### src/lsfd_pkg.sv
// constants and types shared by the led sink serial load and fault detect block
package lsfd_pkg;

  // ****************************************
  // channel and word sizes
  // ****************************************
  localparam int CH_COUNT = 16;
  localparam int CMD_LEN = 10;
  localparam logic SV_RESET = 1'b1;
  localparam int SV_BIT = 0;
  localparam int FLAG_ALARM_BIT = 9;
  localparam int FLAG_OVT_BIT = 8;
  localparam int FLAG_SHUT_BIT = 7;

  // ****************************************
  // strobe sequence counts
  // ****************************************
  localparam logic [2:0] CLKS_OPEN = 3'h1;
  localparam logic [2:0] CLKS_GND = 3'h2;
  localparam logic [2:0] CLKS_SHORT = 3'h3;
  localparam logic [2:0] CLKS_COMMAND = 3'h4;
  localparam logic [1:0] SMART_FALLS = 2'h2;

  // ****************************************
  // synchronised pin map
  // ****************************************
  localparam int PIN_SCLK = 0;
  localparam int PIN_SDI = 1;
  localparam int PIN_STB = 2;
  localparam int PIN_OEN = 3;
  localparam int PIN_ALARM = 4;
  localparam int PIN_OVT = 5;
  localparam int PIN_SHUT = 6;
  localparam int PIN_OPEN_BASE = 7;
  localparam int PIN_SHORT_BASE = PIN_OPEN_BASE + CH_COUNT;
  localparam int PIN_GND_BASE = PIN_SHORT_BASE + CH_COUNT;
  localparam int PIN_COUNT = PIN_GND_BASE + CH_COUNT;

  typedef enum logic [1:0] {
    MODE_IMAGE = 2'b00,
    MODE_COMMAND = 2'b01,
    MODE_SMART = 2'b10
  } lsfd_mode_t;

endpackage

### src/lsfd_sync_if.sv
// synchronised pin levels and edge pulses passed from the pin synchroniser to the core
interface lsfd_sync_if;
  import lsfd_pkg::*;
  logic [PIN_COUNT-1:0] level;
  logic [PIN_COUNT-1:0] rise;
  logic [PIN_COUNT-1:0] fall;
  modport src (output level, output rise, output fall);
  modport dst (input level, input rise, input fall);
endinterface

### src/lsfd_pin_sync.sv
// two-flop synchroniser with edge detection for every pin of the block
module lsfd_pin_sync
  import lsfd_pkg::*;
(
  input wire logic clk,
  input wire logic rstN,
  input wire logic [PIN_COUNT-1:0] pins,
  lsfd_sync_if.src sy
);

  typedef struct packed {
    logic [PIN_COUNT-1:0] meta;
    logic [PIN_COUNT-1:0] sync;
    logic [PIN_COUNT-1:0] prev;
    logic [PIN_COUNT-1:0] rise;
    logic [PIN_COUNT-1:0] fall;
  } lsfd_psync_t;

  lsfd_psync_t st;
  lsfd_psync_t next_st;

  // edges compare the second and third stage; the first stage feeds only the second
  always_comb begin
    next_st = st;
    next_st.meta = pins;
    next_st.sync = st.meta;
    next_st.prev = st.sync;
    for (int i = 0; i < PIN_COUNT; i++) begin
      next_st.rise[i] = st.sync[i] & ~st.prev[i];
      next_st.fall[i] = ~st.sync[i] & st.prev[i];
    end
  end

  always_ff @(posedge clk or negedge rstN) begin
    if (!rstN) begin
      st <= '0;
    end else begin
      st <= next_st;
    end
  end

  assign sy.level = st.prev;
  assign sy.rise = st.rise;
  assign sy.fall = st.fall;

endmodule

### src/lsfd_core.sv
// serial load, mode decode and fault detection logic of the 16-channel led sink driver
//
// Operation
// Shift serial input into the shift register on each serial clock rise.
// Strobe rising edge copies the shift register into the data latches.
// Image load mode uses a 16-bit register, one bit per channel.
// Command load mode uses a 10-bit shift register.
// Four clock rises with strobe high enter command mode at strobe fall.
// Ten clocks load the short level select bit; it resets to one.
// Latched image one turns a channel on, zero turns it off.
// Latched data changes only on a strobe rising edge.
// Controller raises strobe only after the last clock's falling edge.
// Level select picks the short threshold; one is the default level.
// Controller loads zeros into unused command bits.
// One clock rise with strobe high starts real-time open detection.
// Two clock rises with strobe high start real-time ground-short detection.
// Three clock rises with strobe high start real-time short detection.
// One clock rise then two strobe falls with clock high: smart open.
// Two clock rises then two strobe falls with clock high: smart ground-short.
// Three clock rises then two strobe falls with clock high: smart short.
// Detection results are loaded into the shift register for shifting out.
// Result bit is one for a fault, zero for a normal channel.
// Real-time open/short skip image-zero channels and disabled outputs, reporting zero.
// Real-time ground-short skips image-one channels, reporting zero.
// Real-time ground-short reports zero while the output enable is low.
// In latch-only operation the serial output carries the shifted-in data.
// Smart detection drives test current until next clock rise, ignoring enable; smart ground-short drives none.
// Command mode shifts out the thermal alarm, overtemp and shutdown flags.
// Comparator results are inputs sampled when the detection completes.
// After a detection the device returns to normal image load operation.
module lsfd_core
  import lsfd_pkg::*;
(
  input wire logic core_clk,
  input wire logic resetn,
  input wire logic serialClk,
  input wire logic serial_in,
  input wire logic load_strobe,
  input wire logic outputEnableN,
  input wire logic thermal_alarm_flag,
  input wire logic overtemp_flag,
  input wire logic shutdownFlag,
  input wire logic [CH_COUNT-1:0] openFault,
  input wire logic [CH_COUNT-1:0] shortFault,
  input wire logic [CH_COUNT-1:0] gndFault,
  output logic serial_out,
  output logic [CH_COUNT-1:0] sink_channels,
  output logic testCurrentOn,
  output logic short_level_select,
  output logic command_load_mode
);

  // ****************************************
  // reset release
  // ****************************************
  logic [1:0] rstPipe;
  logic rstN;

  // assertion is immediate, release waits two clocks so all flops leave reset together
  always_ff @(posedge core_clk or negedge resetn) begin
    if (!resetn) begin
      rstPipe <= 2'h0;
    end else begin
      rstPipe <= {rstPipe[0], 1'b1};
    end
  end

  assign rstN = rstPipe[1];

  // ****************************************
  // pin synchronisation
  // ****************************************
  logic [PIN_COUNT-1:0] pins;
  lsfd_sync_if sy ();

  always_comb begin
    pins = '0;
    pins[PIN_SCLK] = serialClk;
    pins[PIN_SDI] = serial_in;
    pins[PIN_STB] = load_strobe;
    pins[PIN_OEN] = outputEnableN;
    pins[PIN_ALARM] = thermal_alarm_flag;
    pins[PIN_OVT] = overtemp_flag;
    pins[PIN_SHUT] = shutdownFlag;
    pins[PIN_OPEN_BASE +: CH_COUNT] = openFault;
    pins[PIN_SHORT_BASE +: CH_COUNT] = shortFault;
    pins[PIN_GND_BASE +: CH_COUNT] = gndFault;
  end

  // serial clock and data share one synchroniser so they stay aligned;
  // the serial clock must stay well below the core clock rate
  lsfd_pin_sync u_sync (
    .clk(core_clk),
    .rstN(rstN),
    .pins(pins),
    .sy(sy)
  );

  // ****************************************
  // detection decode
  // ****************************************
  // real-time masks follow the image and enable; smart detection ignores both
  function automatic logic [CH_COUNT-1:0] detect_result(
    input logic [2:0] kind,
    input logic realTime,
    input logic [CH_COUNT-1:0] image,
    input logic oeN,
    input logic [CH_COUNT-1:0] openCmp,
    input logic [CH_COUNT-1:0] shortCmp,
    input logic [CH_COUNT-1:0] gndCmp
  );
    logic [CH_COUNT-1:0] raw;
    logic [CH_COUNT-1:0] mask;
    raw = '0;
    mask = '1;
    case (kind)
      CLKS_OPEN: begin
        raw = openCmp;
        if (realTime) begin
          mask = image & {CH_COUNT{~oeN}};
        end
      end
      CLKS_SHORT: begin
        raw = shortCmp;
        if (realTime) begin
          mask = image & {CH_COUNT{~oeN}};
        end
      end
      CLKS_GND: begin
        raw = gndCmp;
        if (realTime) begin
          mask = ~image & {CH_COUNT{oeN}};
        end
      end
      default: begin
        mask = '0;
      end
    endcase
    return raw & mask;
  endfunction

  // ****************************************
  // core state
  // ****************************************
  typedef struct packed {
    lsfd_mode_t mode;
    logic [CH_COUNT-1:0] shiftReg;
    logic [CH_COUNT-1:0] imageLatch;
    logic [2:0] strobeClks;
    logic [1:0] smartFalls;
    logic [2:0] smartKind;
    logic shortLevel;
    logic serialOut;
    logic [CH_COUNT-1:0] sinkOn;
    logic testCurrent;
    logic commandMode;
  } lsfd_core_t;

  lsfd_core_t st;
  lsfd_core_t next_st;

  logic sclkRise;
  logic sclkHigh;
  logic sdi;
  logic stbRise;
  logic stbFall;
  logic stbHigh;
  logic oeN;
  logic shutdown;
  logic smartCandidate;
  logic [1:0] fallsNext;
  logic [CH_COUNT-1:0] openCmp;
  logic [CH_COUNT-1:0] shortCmp;
  logic [CH_COUNT-1:0] gndCmp;
  logic [CH_COUNT-1:0] flagWord;

  always_comb begin
    sclkRise = sy.rise[PIN_SCLK];
    sclkHigh = sy.level[PIN_SCLK];
    sdi = sy.level[PIN_SDI];
    stbRise = sy.rise[PIN_STB];
    stbFall = sy.fall[PIN_STB];
    stbHigh = sy.level[PIN_STB];
    oeN = sy.level[PIN_OEN];
    shutdown = sy.level[PIN_SHUT];
    openCmp = sy.level[PIN_OPEN_BASE +: CH_COUNT];
    shortCmp = sy.level[PIN_SHORT_BASE +: CH_COUNT];
    gndCmp = sy.level[PIN_GND_BASE +: CH_COUNT];
    flagWord = '0;
    flagWord[FLAG_ALARM_BIT] = sy.level[PIN_ALARM];
    flagWord[FLAG_OVT_BIT] = sy.level[PIN_OVT];
    flagWord[FLAG_SHUT_BIT] = shutdown;
    smartCandidate = sclkHigh && (st.strobeClks >= CLKS_OPEN) && (st.strobeClks <= CLKS_SHORT);
    fallsNext = st.smartFalls + 2'h1;
  end

  // ****************************************
  // next state
  // ****************************************
  always_comb begin
    next_st = st;

    // ---- serial clock rising edge ----
    if (sclkRise) begin
      if (st.mode == MODE_SMART) begin
        // test window closes here: results replace the shift contents
        next_st.shiftReg = detect_result(st.smartKind, 1'b0, st.imageLatch, oeN,
                                         openCmp, shortCmp, gndCmp);
        next_st.mode = MODE_IMAGE;
      end else begin
        next_st.shiftReg = {st.shiftReg[CH_COUNT-2:0], sdi};
      end
      if (stbHigh && st.strobeClks != 3'h7) begin
        next_st.strobeClks = st.strobeClks + 3'h1;
      end
    end

    // ---- strobe rising edge ----
    if (stbRise) begin
      if (st.mode == MODE_COMMAND) begin
        // unused command bits are expected to be zero and are not stored
        next_st.shortLevel = st.shiftReg[SV_BIT];
        next_st.mode = MODE_IMAGE;
      end else begin
        next_st.imageLatch = st.shiftReg;
      end
      // a smart sequence keeps its clock count across the second strobe pulse
      if (st.smartFalls == 2'h0) begin
        next_st.strobeClks = 3'h0;
      end
    end

    // ---- strobe falling edge ----
    if (stbFall) begin
      if (smartCandidate) begin
        if (fallsNext == SMART_FALLS) begin
          next_st.mode = MODE_SMART;
          next_st.smartKind = st.strobeClks;
          next_st.smartFalls = 2'h0;
          next_st.strobeClks = 3'h0;
        end else begin
          next_st.smartFalls = fallsNext;
        end
      end else begin
        case (st.strobeClks)
          CLKS_COMMAND: begin
            next_st.mode = MODE_COMMAND;
            next_st.shiftReg = flagWord;
          end
          CLKS_OPEN, CLKS_GND, CLKS_SHORT: begin
            next_st.shiftReg = detect_result(st.strobeClks, 1'b1, st.imageLatch, oeN,
                                             openCmp, shortCmp, gndCmp);
            next_st.mode = MODE_IMAGE;
          end
          default: begin
          end
        endcase
        next_st.strobeClks = 3'h0;
        next_st.smartFalls = 2'h0;
      end
    end

    // ---- outputs ----
    if (next_st.mode == MODE_COMMAND) begin
      next_st.serialOut = next_st.shiftReg[CMD_LEN-1];
    end else begin
      next_st.serialOut = next_st.shiftReg[CH_COUNT-1];
    end

    if (shutdown) begin
      next_st.sinkOn = '0;
    end else if (next_st.mode == MODE_SMART) begin
      // ground-short test forces outputs off; open and short tests force all on
      next_st.sinkOn = (next_st.smartKind == CLKS_GND) ? '0 : '1;
    end else begin
      next_st.sinkOn = next_st.imageLatch & {CH_COUNT{~oeN}};
    end
    next_st.testCurrent = (next_st.mode == MODE_SMART) && (next_st.smartKind != CLKS_GND);
    next_st.commandMode = (next_st.mode == MODE_COMMAND);
  end

  // ****************************************
  // state register
  // ****************************************
  always_ff @(posedge core_clk or negedge rstN) begin
    if (!rstN) begin
      st <= '{mode: MODE_IMAGE, shortLevel: SV_RESET, default: '0};
    end else begin
      st <= next_st;
    end
  end

  assign serial_out = st.serialOut;
  assign sink_channels = st.sinkOn;
  assign testCurrentOn = st.testCurrent;
  assign short_level_select = st.shortLevel;
  assign command_load_mode = st.commandMode;

endmodule

### config.mk
export PLATFORM = sky130hd
export DESIGN_NAME = lsfd_core
export DESIGN_NICKNAME = d
export VERILOG_FILES = /design/src/lsfd_pkg.sv /design/src/lsfd_sync_if.sv /design/src/lsfd_pin_sync.sv /design/src/lsfd_core.sv
export SDC_FILE = /design/constraint.sdc
export NUM_CORES = 1
export LEC_CHECK = 0
export ABC_AREA = 1
export BUFFER_PORTS_ARGS = -buffer_cell sky130_fd_sc_hd__buf_4
export CORE_MARGIN = 1.5
export CORE_UTILIZATION = 30
export DETAILED_ROUTE_END_ITERATION = 10
export MAX_ROUTING_LAYER = met4
export PLACE_DENSITY = 0.59
export SYNTH_ARGS = -nofsm -noshare
export SYNTH_HDL_FRONTEND = slang
export SYNTH_SLANG_ARGS = --single-unit
### constraint.sdc
create_clock -name core_clk -period 7.05 [get_ports core_clk]
set_clock_uncertainty 0.15 [all_clocks]
set_input_delay 0.3525 -clock core_clk [delete_from_list [all_inputs] [get_ports core_clk]]
set_output_delay 0.3525 -clock core_clk [all_outputs]
set_load 0.02 [all_outputs]
# After elaboration in Yosys (flattened, before gate mapping)
# Index checks and enable logic that the tools add are counted.
[totals] word_cells=103 n_memories=0 ram_bits=0 latch_bits=0 input_bits=57 regBits=235 rom_bits=0 out_inout_bits=20
[classes] shift=0 magnitude_cmp=2 n_mux=39 bitwise=19 n_div=0 reduce_logical=9 multipliers=0 addsub=2 n_eq_ne=15
[op_table] cell="$mux W16" n=17
[op_table] cell="$pmux W16 S3" n=2
[op_table] cell="$and A16 B16 Y16" n=5
[op_table] cell="$mux W18" n=2
[op_table] cell="$pmux W18 S2" n=1
[op_table] cell="$pmux W16 S2" n=1
[op_table] cell="$mux W19" n=1
[op_table] cell="$mux W3" n=6
[op_table] cell="$not A16 Y16" n=1
[op_table] cell="$eq A3 B2 Y1 const B" n=5
[op_table] cell="$mux W2" n=6
[op_table] cell="$mux W8" n=1
[op_table] cell="$not A1 Y1" n=7
[op_table] cell="$and A1 B1 Y1" n=6
[op_table] cell="$eq A2 B2 Y1 const B" n=3
[op_table] cell="$eq A3 B1 Y1 const B" n=2
[op_table] cell="$reduce_or A3 Y1" n=2
[op_table] cell="$mux W5" n=1
[op_table] cell="$eq A2 B1 Y1 const B" n=2
[op_table] cell="$logic_and A1 B1 Y1" n=4
[op_table] cell="$add A3 B1 Y3 const B" n=1
[op_table] cell="$eq A3 B3 Y1 const B" n=1
[op_table] cell="$ge A3 B1 Y1 const B" n=1
[op_table] cell="$le A3 B2 Y1 const B" n=1
[op_table] cell="7 further kinds" n=7

# Longest topological paths before layout
# Gate-level depths: netlist of run 1.
[depth] ltp_word=16 ltp_mapped=14 ltp_nobuf=13

# Hierarchy
# A second synthesis of run 1 with hierarchy kept.
[unflattened] cells_unflattened=1062 hier_area_um2=11788.8
[modules_own_cells] mod="lsfd_pin_sync" area_each_um2=7707.4 n_inst=1 cells_each=495 seq_area_each_um2=6881.6
[modules_own_cells] mod="lsfd_core" area_each_um2=4081.4 n_inst=1 cells_each=567 seq_area_each_um2=1602.8

# Worst setup path before layout of run 1
# No wires, ideal clock.
[synth_timing] path_kind="flip-flop to flip-flop" from="reg st[25] in the netlist's numbering" to="reg st, in the netlist sink_channels[10]" period_less_slack_ns=2.292 slack_ns=4.758 setup_time_ns=0.120 required_time_ns=6.780 n_path_buf=2 t_arrival_ns=2.022 path_stages_with_launch=15 cell_sequence="dfrtp_1 -> ha_1 -> ha_1 -> buf_2 -> inv_1 -> o21ai_1 -> nor2_1 -> nand2_1 -> nand3_2 -> nand2_2 -> clkinv_4 -> nand2_4 -> o21bai_4 -> buf_6 -> nor2_2"
[synth_lines] element="start, declared" line_no="lsfd_core.sv:159" text="lsfd_core_t st;"
[synth_lines] element="start signal, assigned" line_no="lsfd_core.sv:289" text="st <= next_st;"

==> results_dict.tcl, run 1 <==
set metrics [dict create \
    status "complete, no violations" \
    cp-end-kind "flip-flop" \
    syn-mean-instance-area_um2 11.28 \
    clkPwrFrac 0.369 \
    syn-cell-area_mm2 0.008283 \
    htreeDepth 1 \
    synth.area.top_cells "dfrtp_1 (70%), nand2_1 (6.3%), inv_1 (3.4%)" \
    synth_nets 797 \
    yosysSeqAreaShare 0.7011 \
    path_class "reg2reg" \
    path_cells "ha_1 -> ha_1 -> inv_1 -> o21ai_1 -> nor2_1 -> nand2_1 -> nand3_2 -> nand2_2 -> clkinv_4 -> nand2_4 -> o21bai_4 -> nor2_1" \
    drt-vias-per-instance 4.355 \
    p_sw_frac 0.2787 \
    start_util 0.3065 \
    p_int_mw 2.497 \
    vias 5296 \
    fill_cells 2579 \
    async_flop_share 1.000 \
    setup_tns_ns 0 \
    die_area_mm2 0.02862 \
    cap_viol_max_count 0 \
    wl_um 16880 \
    fin_ws_ns 3.792 \
    ant_nets 0 \
    dp_cells 1116 \
    final_cells 1216 \
    r2r-start "st[25]" \
    slowest_stage "dfrtp_1" \
    clock_path_buffers 3 \
    syn_to_final_growth_pct 26.66 \
    critPathLaunch "st[25]" \
    antenna_found_initial 0 \
    synthCells 734 \
    dr.pass1.iters 5 \
    rrSetupSlack_ns 3.79 \
    fmax_mhz 307.0 \
    tritoncts "done" \
    seqCellArea_mm2 0.005811 \
    numPortBuffers 76 \
    p_leak_nw 4.894 \
    p_per_area_mw_per_mm2 329.9 \
    synth_edf_count 0 \
    hold_viol_final 0 \
    worstPathBufferInverterCount 2 \
    hpwl_um 10950 \
    min_path_cells 0 \
    p_comb_frac 0.165 \
    switchingPower_uw 964.5 \
    rsz0062_at_grt "no" \
    coreArea_mm2 0.02703 \
    min_to "u_sync.next_st[142]" \
    r2r_end "sink_channels[1]" \
    io_pins 77 \
    clk_pin_slew_ns 0.06 \
    gr-total-overflow 0 \
    yosysUniqueCellTypes 39 \
    finalMaxSlewViolations 0 \
    grt_pass1_vias 5435 \
    worst_pin_slew_ns 1.257 \
    multi_input_area_mm2 0.001949 \
    drc_errors 0 \
    ys_ff_latch 232 \
    synth_ff_type "dfrtp_1" \
    slew_headroom 0.1578 \
    holdCritPathClass "reg2reg" \
    finalCriticalPeriod_ns 3.258 \
    rows 60 \
    ir_drop_v 0.0002718 \
    hold_path_startpoint "u_sync.next_st[197]" \
    post-synth-top-count-cell "dfrtp_1" \
    wl_per_cell_um 13.88 \
    numCtsBuffers 24 \
    yosysTopAreaCell "dfrtp_1" \
    dieWidth_um 169.2 \
    nets 921 \
    grt_max_degree 116 \
    grt_use_total 0.1255 \
    crit_fanout 19 \
    seqPwrFrac 0.466 \
    clk_latency_ns 0.51 \
    yosys_warnings 0 \
    gp_congestion 0.8665 \
    critPathMaxStageDelay_ns 0.44 \
    critPathRequiredTime_ns 7.27 \
    grt_pass1_wl_um 27830 \
    die_y_um 169.2 \
    drive_gt1_frac 0.1760 \
    synth_top_area_share 0.6979 \
    synth_common_cells "dfrtp_1 (231), nand2_1 (138), inv_1 (75)" \
    reg2reg_depth 12 \
    arrival_ns 3.48 \
    cts.sinks 232 \
    diodes 0 \
    dp_slack_ns 3.817 \
    fin_crit_sh 0.4621 \
    fin_util 0.3882 \
    setup_violations 0 \
    critical_path.top_delay_family "simple AND/OR/NAND/NOR gates" \
    cp-start-kind "flip-flop" \
    drt-initial-drc-count 373 \
    cts_root_buffer "clkbuf_16" \
]
==> how the worst max path moves through the flow <==
stage / end / slack, ns / cells after the start
2_1_floorplan: command_load_mode / 3.09 / 0
3_3_place_gp: sink_channels[15] / 3.86 / 12
3_5_place_dp: sink_channels[1] / 3.82 / 12
4_1_cts: sink_channels[1] / 3.82 / 12
5_1_grt: sink_channels[1] / 3.52 / 12
6_report: sink_channels[1] / 3.79 / 12
==> cell usage in the layout (no fill, tap or decap), types with 2 or more instances in the layout <==
cell | netlist | final
clkinvlp_4 | 0 | 3
o21ai_0 | 50 | 49
inv_2 | 2 | 2
clkinv_4 | 1 | 2
dfrtp_1 | 231 | 230
nand2_2 | 4 | 4
clkinv_2 | 0 | 3
a211oi_1 | 2 | 2
buf_4 | 16 | 80
clkbuf_16 | 0 | 25
nor2_1 | 36 | 36
a21oi_1 | 44 | 44
o21ai_1 | 7 | 8
inv_1 | 75 | 75
nor2_2 | 13 | 13
clkbuf_8 | 0 | 2
dlygate4sd3_1 | 0 | 57
nand3_1 | 23 | 23
clkbuf_1 | 17 | 6
o211ai_1 | 29 | 29
nor3_2 | 3 | 3
o2111ai_1 | 3 | 3
bufinv_16 | 0 | 3
nand3_2 | 2 | 2
or2_2 | 4 | 4
nand4_1 | 4 | 4
nand2_4 | 2 | 2
ha_1 | 6 | 6
nand2_1 | 138 | 138
o22ai_1 | 2 | 2
==> sequential cells by signal, summed over array words and instances (netlist names) <==
| name | cells |
|---|---|
| serial_out | 1 |
| testCurrentOn | 1 |
| rstPipe | 2 |
| short_level_select | 1 |
| sink_channels | 16 |
| u_sync.next_st | 110 |
| st | 42 |
| command_load_mode | 1 |
| u_sync.sy.fall | 1 |
| u_sync.sy.rise | 2 |
| u_sync.sy.level | 55 |
==> per-layer routing <==
layer,share of wire,vias up,wire length (um),GRT usage
met4,0.021,0,348,0.04040
met3,0.064,29,1074,0.02589
met5,0,-,0,-
li1,-,2594,-,-
met1,0.48,2512,8051,0.1716
met2,0.44,161,7407,0.1872
==> cells by family after synthesis <==
logic type,count (synthesis),share of synthesized area
flip-flops,232,0.7011
AND/OR/NAND/NOR,231,0.1218
AO/OA/AOI/OAI,143,0.1017
buffers and inverters,119,0.06360
adder cells (fa/ha/maj),6,0.009063
other,1,0.0004527
XOR/XNOR,1,0.001058
multiplexers,1,0.001359
==> power groups by stage <==
stage | sequential, mW | clock, mW | combinational, mW
floorplan | 1.62 | 0 | 0.380
global placement | 1.64 | 0 | 0.535
detailed placement | 1.63 | 0 | 0.545
CTS | 1.61 | 1.32 | 0.571
global route | 1.64 | 1.38 | 0.647
finish | 1.61 | 1.28 | 0.571
==> final cells by class <==
type,instances,area share
tap,341,0.04067
clock inverter,10,0.01300
clock buffer,33,0.06440
sequential,232,0.5538
multi-input combinational,383,0.1858
timing repair buffer,138,0.1135
inverter,79,0.02874
==> worst reg2reg max path: cells and delay by family (launching register included) <==
kind            cells  cell delay [ns]
fa+ha+maj           2             0.56
simple gates        6             0.87
buf+inv             2             0.52
compound gates      2             0.60
flops               1             0.44
==> repair_timing <==
action	4_1_cts	5_1_grt
buffers inserted	0	0
resized for setup	0	0
endpoints found under the hold margin	57	0
hold buffers	57	0
==> through the flow <==
step                      power [mW]  cell area (um2)  hold WS, ns
after floorplan                1.996             8284     -0.09309
after global placement         2.171             9109     -0.01358
after detailed placement       2.179             9109     -0.01089
after CTS                      3.502            10490       0.1936
after global routing           3.659            10490       0.1950
final                          3.461            10490       0.1895
Power figures use the tool's default switching activity.
==> inputs of run 2 (changes only) <==
- PLACE_DENSITY: 0.59 -> 0.57
- clock period: 7.05 -> 3.1 ns (I/O delays scaled with it)
==> run 2 against run 1 <==
  * Count of clock-buffer cells in the layout is 3 lower
  * Combinational power rose by 140%
  * Critical path type unchanged
  * Highest routed layer unchanged
  * Utilization is 0.60 points higher
==> results_dict.tcl, run 2 (same netlist as run 1, synthesis figures left out) <==
set metrics [dict create \
    die_y_um 169.2 \
    dr.pass1.iters 4 \
    slew_headroom 0.4544 \
    final_common_cell "dfrtp_1" \
    htreeDepth 1 \
    syn_to_final_growth_pct 28.61 \
    status "complete, no violations" \
    arrival_ns 2.97 \
    numCtsBuffers 24 \
    drt-initial-drc-count 380 \
    ant_nets 0 \
    drt-vias-per-instance 4.358 \
    finalMaxSlewViolations 0 \
    gp_congestion 0.8349 \
    ctsResizeCount 0 \
    hold_ws_ns 0.1320 \
    grt_pass1_vias 5533 \
    ir_drop_v 0.0003910 \
    diodes 0 \
    clock_path_buffers 3 \
    path_cells "ha_1 -> ha_1 -> nor2_2 -> nand2_2 -> nand2_2 -> nand2_2 -> nand2_1 -> nand2_1 -> nand2_4 -> nand2_4 -> o21bai_4 -> nor2_1" \
    path_class "reg2reg" \
    fin_crit_sh 0.8833 \
    cp_common_cell "nand2_2" \
    critPathMaxStageDelay_ns 0.45 \
    gr-total-overflow 0 \
    layout_common_cells "dfrtp_1 (230), nand2_1 (138), buf_4 (91)" \
    grt_pass1_wl_um 28520 \
    fmax_mhz 365.2 \
    dieWidth_um 169.2 \
    drive_gt1_frac 0.1903 \
    p_per_area_mw_per_mm2 761.5 \
    die_area_mm2 0.02862 \
    start_util 0.3065 \
    crit_fanout 19 \
    clk_latency_ns 0.51 \
    p_total_mw 8.112 \
    wl_per_cell_um 14.16 \
    slowest_stage "dfrtp_1" \
    largest_reg_flops 110 \
    coreArea_mm2 0.02703 \
    cp-end-kind "flip-flop" \
    hpwl_um 11560 \
    p_leak_nw 4.986 \
    nets 933 \
    clk_pin_slew_ns 0.06 \
    cap_viol_max_count 0 \
    numPortBuffers 76 \
    post_cts_buffers 0 \
    cts.sinks 232 \
    setup_tns_ns 0 \
    dp_slack_ns 0.3484 \
    worstPathBufferInverterCount 0 \
    hold_viol_final 0 \
    tritoncts "done" \
    worst_pin_slew_ns 0.8081 \
    rsz0062_at_grt "no" \
    grt_max_degree 71 \
    fin_ws_ns 0.3618 \
    holdCritPathClass "in2reg" \
    antenna_found_initial 0 \
    wl_um 17410 \
    cts_root_buffer "clkbuf_16" \
    cp-start-kind "flip-flop" \
    critical_path.top_delay_family "simple AND/OR/NAND/NOR gates" \
    setup_violations 0 \
    grt_use_total 0.1294 \
    critPathRequiredTime_ns 3.33 \
    drc_errors 0 \
    vias 5356 \
    io_pins 77 \
    finalCriticalPeriod_ns 2.738 \
    rows 60 \
]
-- run 2: report_power, final --
group          internal [mW]  leakage, nW  switching [mW]  total, mW
Clock                   1.93        0.418            1.17       3.10
Sequential              3.40         2.73           0.257       3.66
Combinational          0.522         1.84           0.830       1.35
-- run 2: worst paths after layout --
check	startpoint	end	slack [ns]	depth (start not counted)
worst max-delay path	st[26]	sink_channels[4]	0.36	12
worst min-delay path	serial_in	u_sync.next_st[166]	0.13	2
worst max register to register	st[26]	sink_channels[4]	0.36	12
worst min register to register	rstPipe[1]	u_sync.next_st[213]	0.18	0
max in group asynchronous	rstPipe[1]	u_sync.sy.level[49]	1.78	1
min in group asynchronous	rstPipe[1]	u_sync.next_st[213]	0.18	0
-- run 2: final cells by class --
| cell class | count | area (um2) |
|---|---|---|
| inverter | 79 | 301.5 |
| clock inverter | 14 | 216.5 |
| sequential | 232 | 5811 |
| fill | 2595 | 16370 |
| multi-input combinational | 383 | 1949 |
| clock buffer | 30 | 654.4 |
| timing repair buffer | 150 | 1294 |
| tap | 341 | 426.7 |
-- run 2: per-stage QoR --
step / util / std cells / cell area [um2]
2_1_floorplan: - / 734 / 8287
5_1_grt: 0.3942 / 1229 / 10650
6_report: 0.3942 / 1229 / 10650
3_5_place_dp: 0.3408 / 1128 / 9211
4_1_cts: 0.3942 / 1229 / 10650
3_3_place_gp: 0.3408 / 1128 / 9211
-- run 2: per-layer routing --
layer  vias up  wire, um  GRT usage
li1       2617         -          -
met1      2541      8258     0.1772
met2       156      7674     0.1941
met3        42      1038    0.02402
met4         0       436    0.04348
met5         -         0          -
-- run 2: repair_timing --
item | CTS | global route
endpoints found under the hold margin | 57 | 0
setup endpoints to repair | 0 | 0
hold buffers | 57 | 0
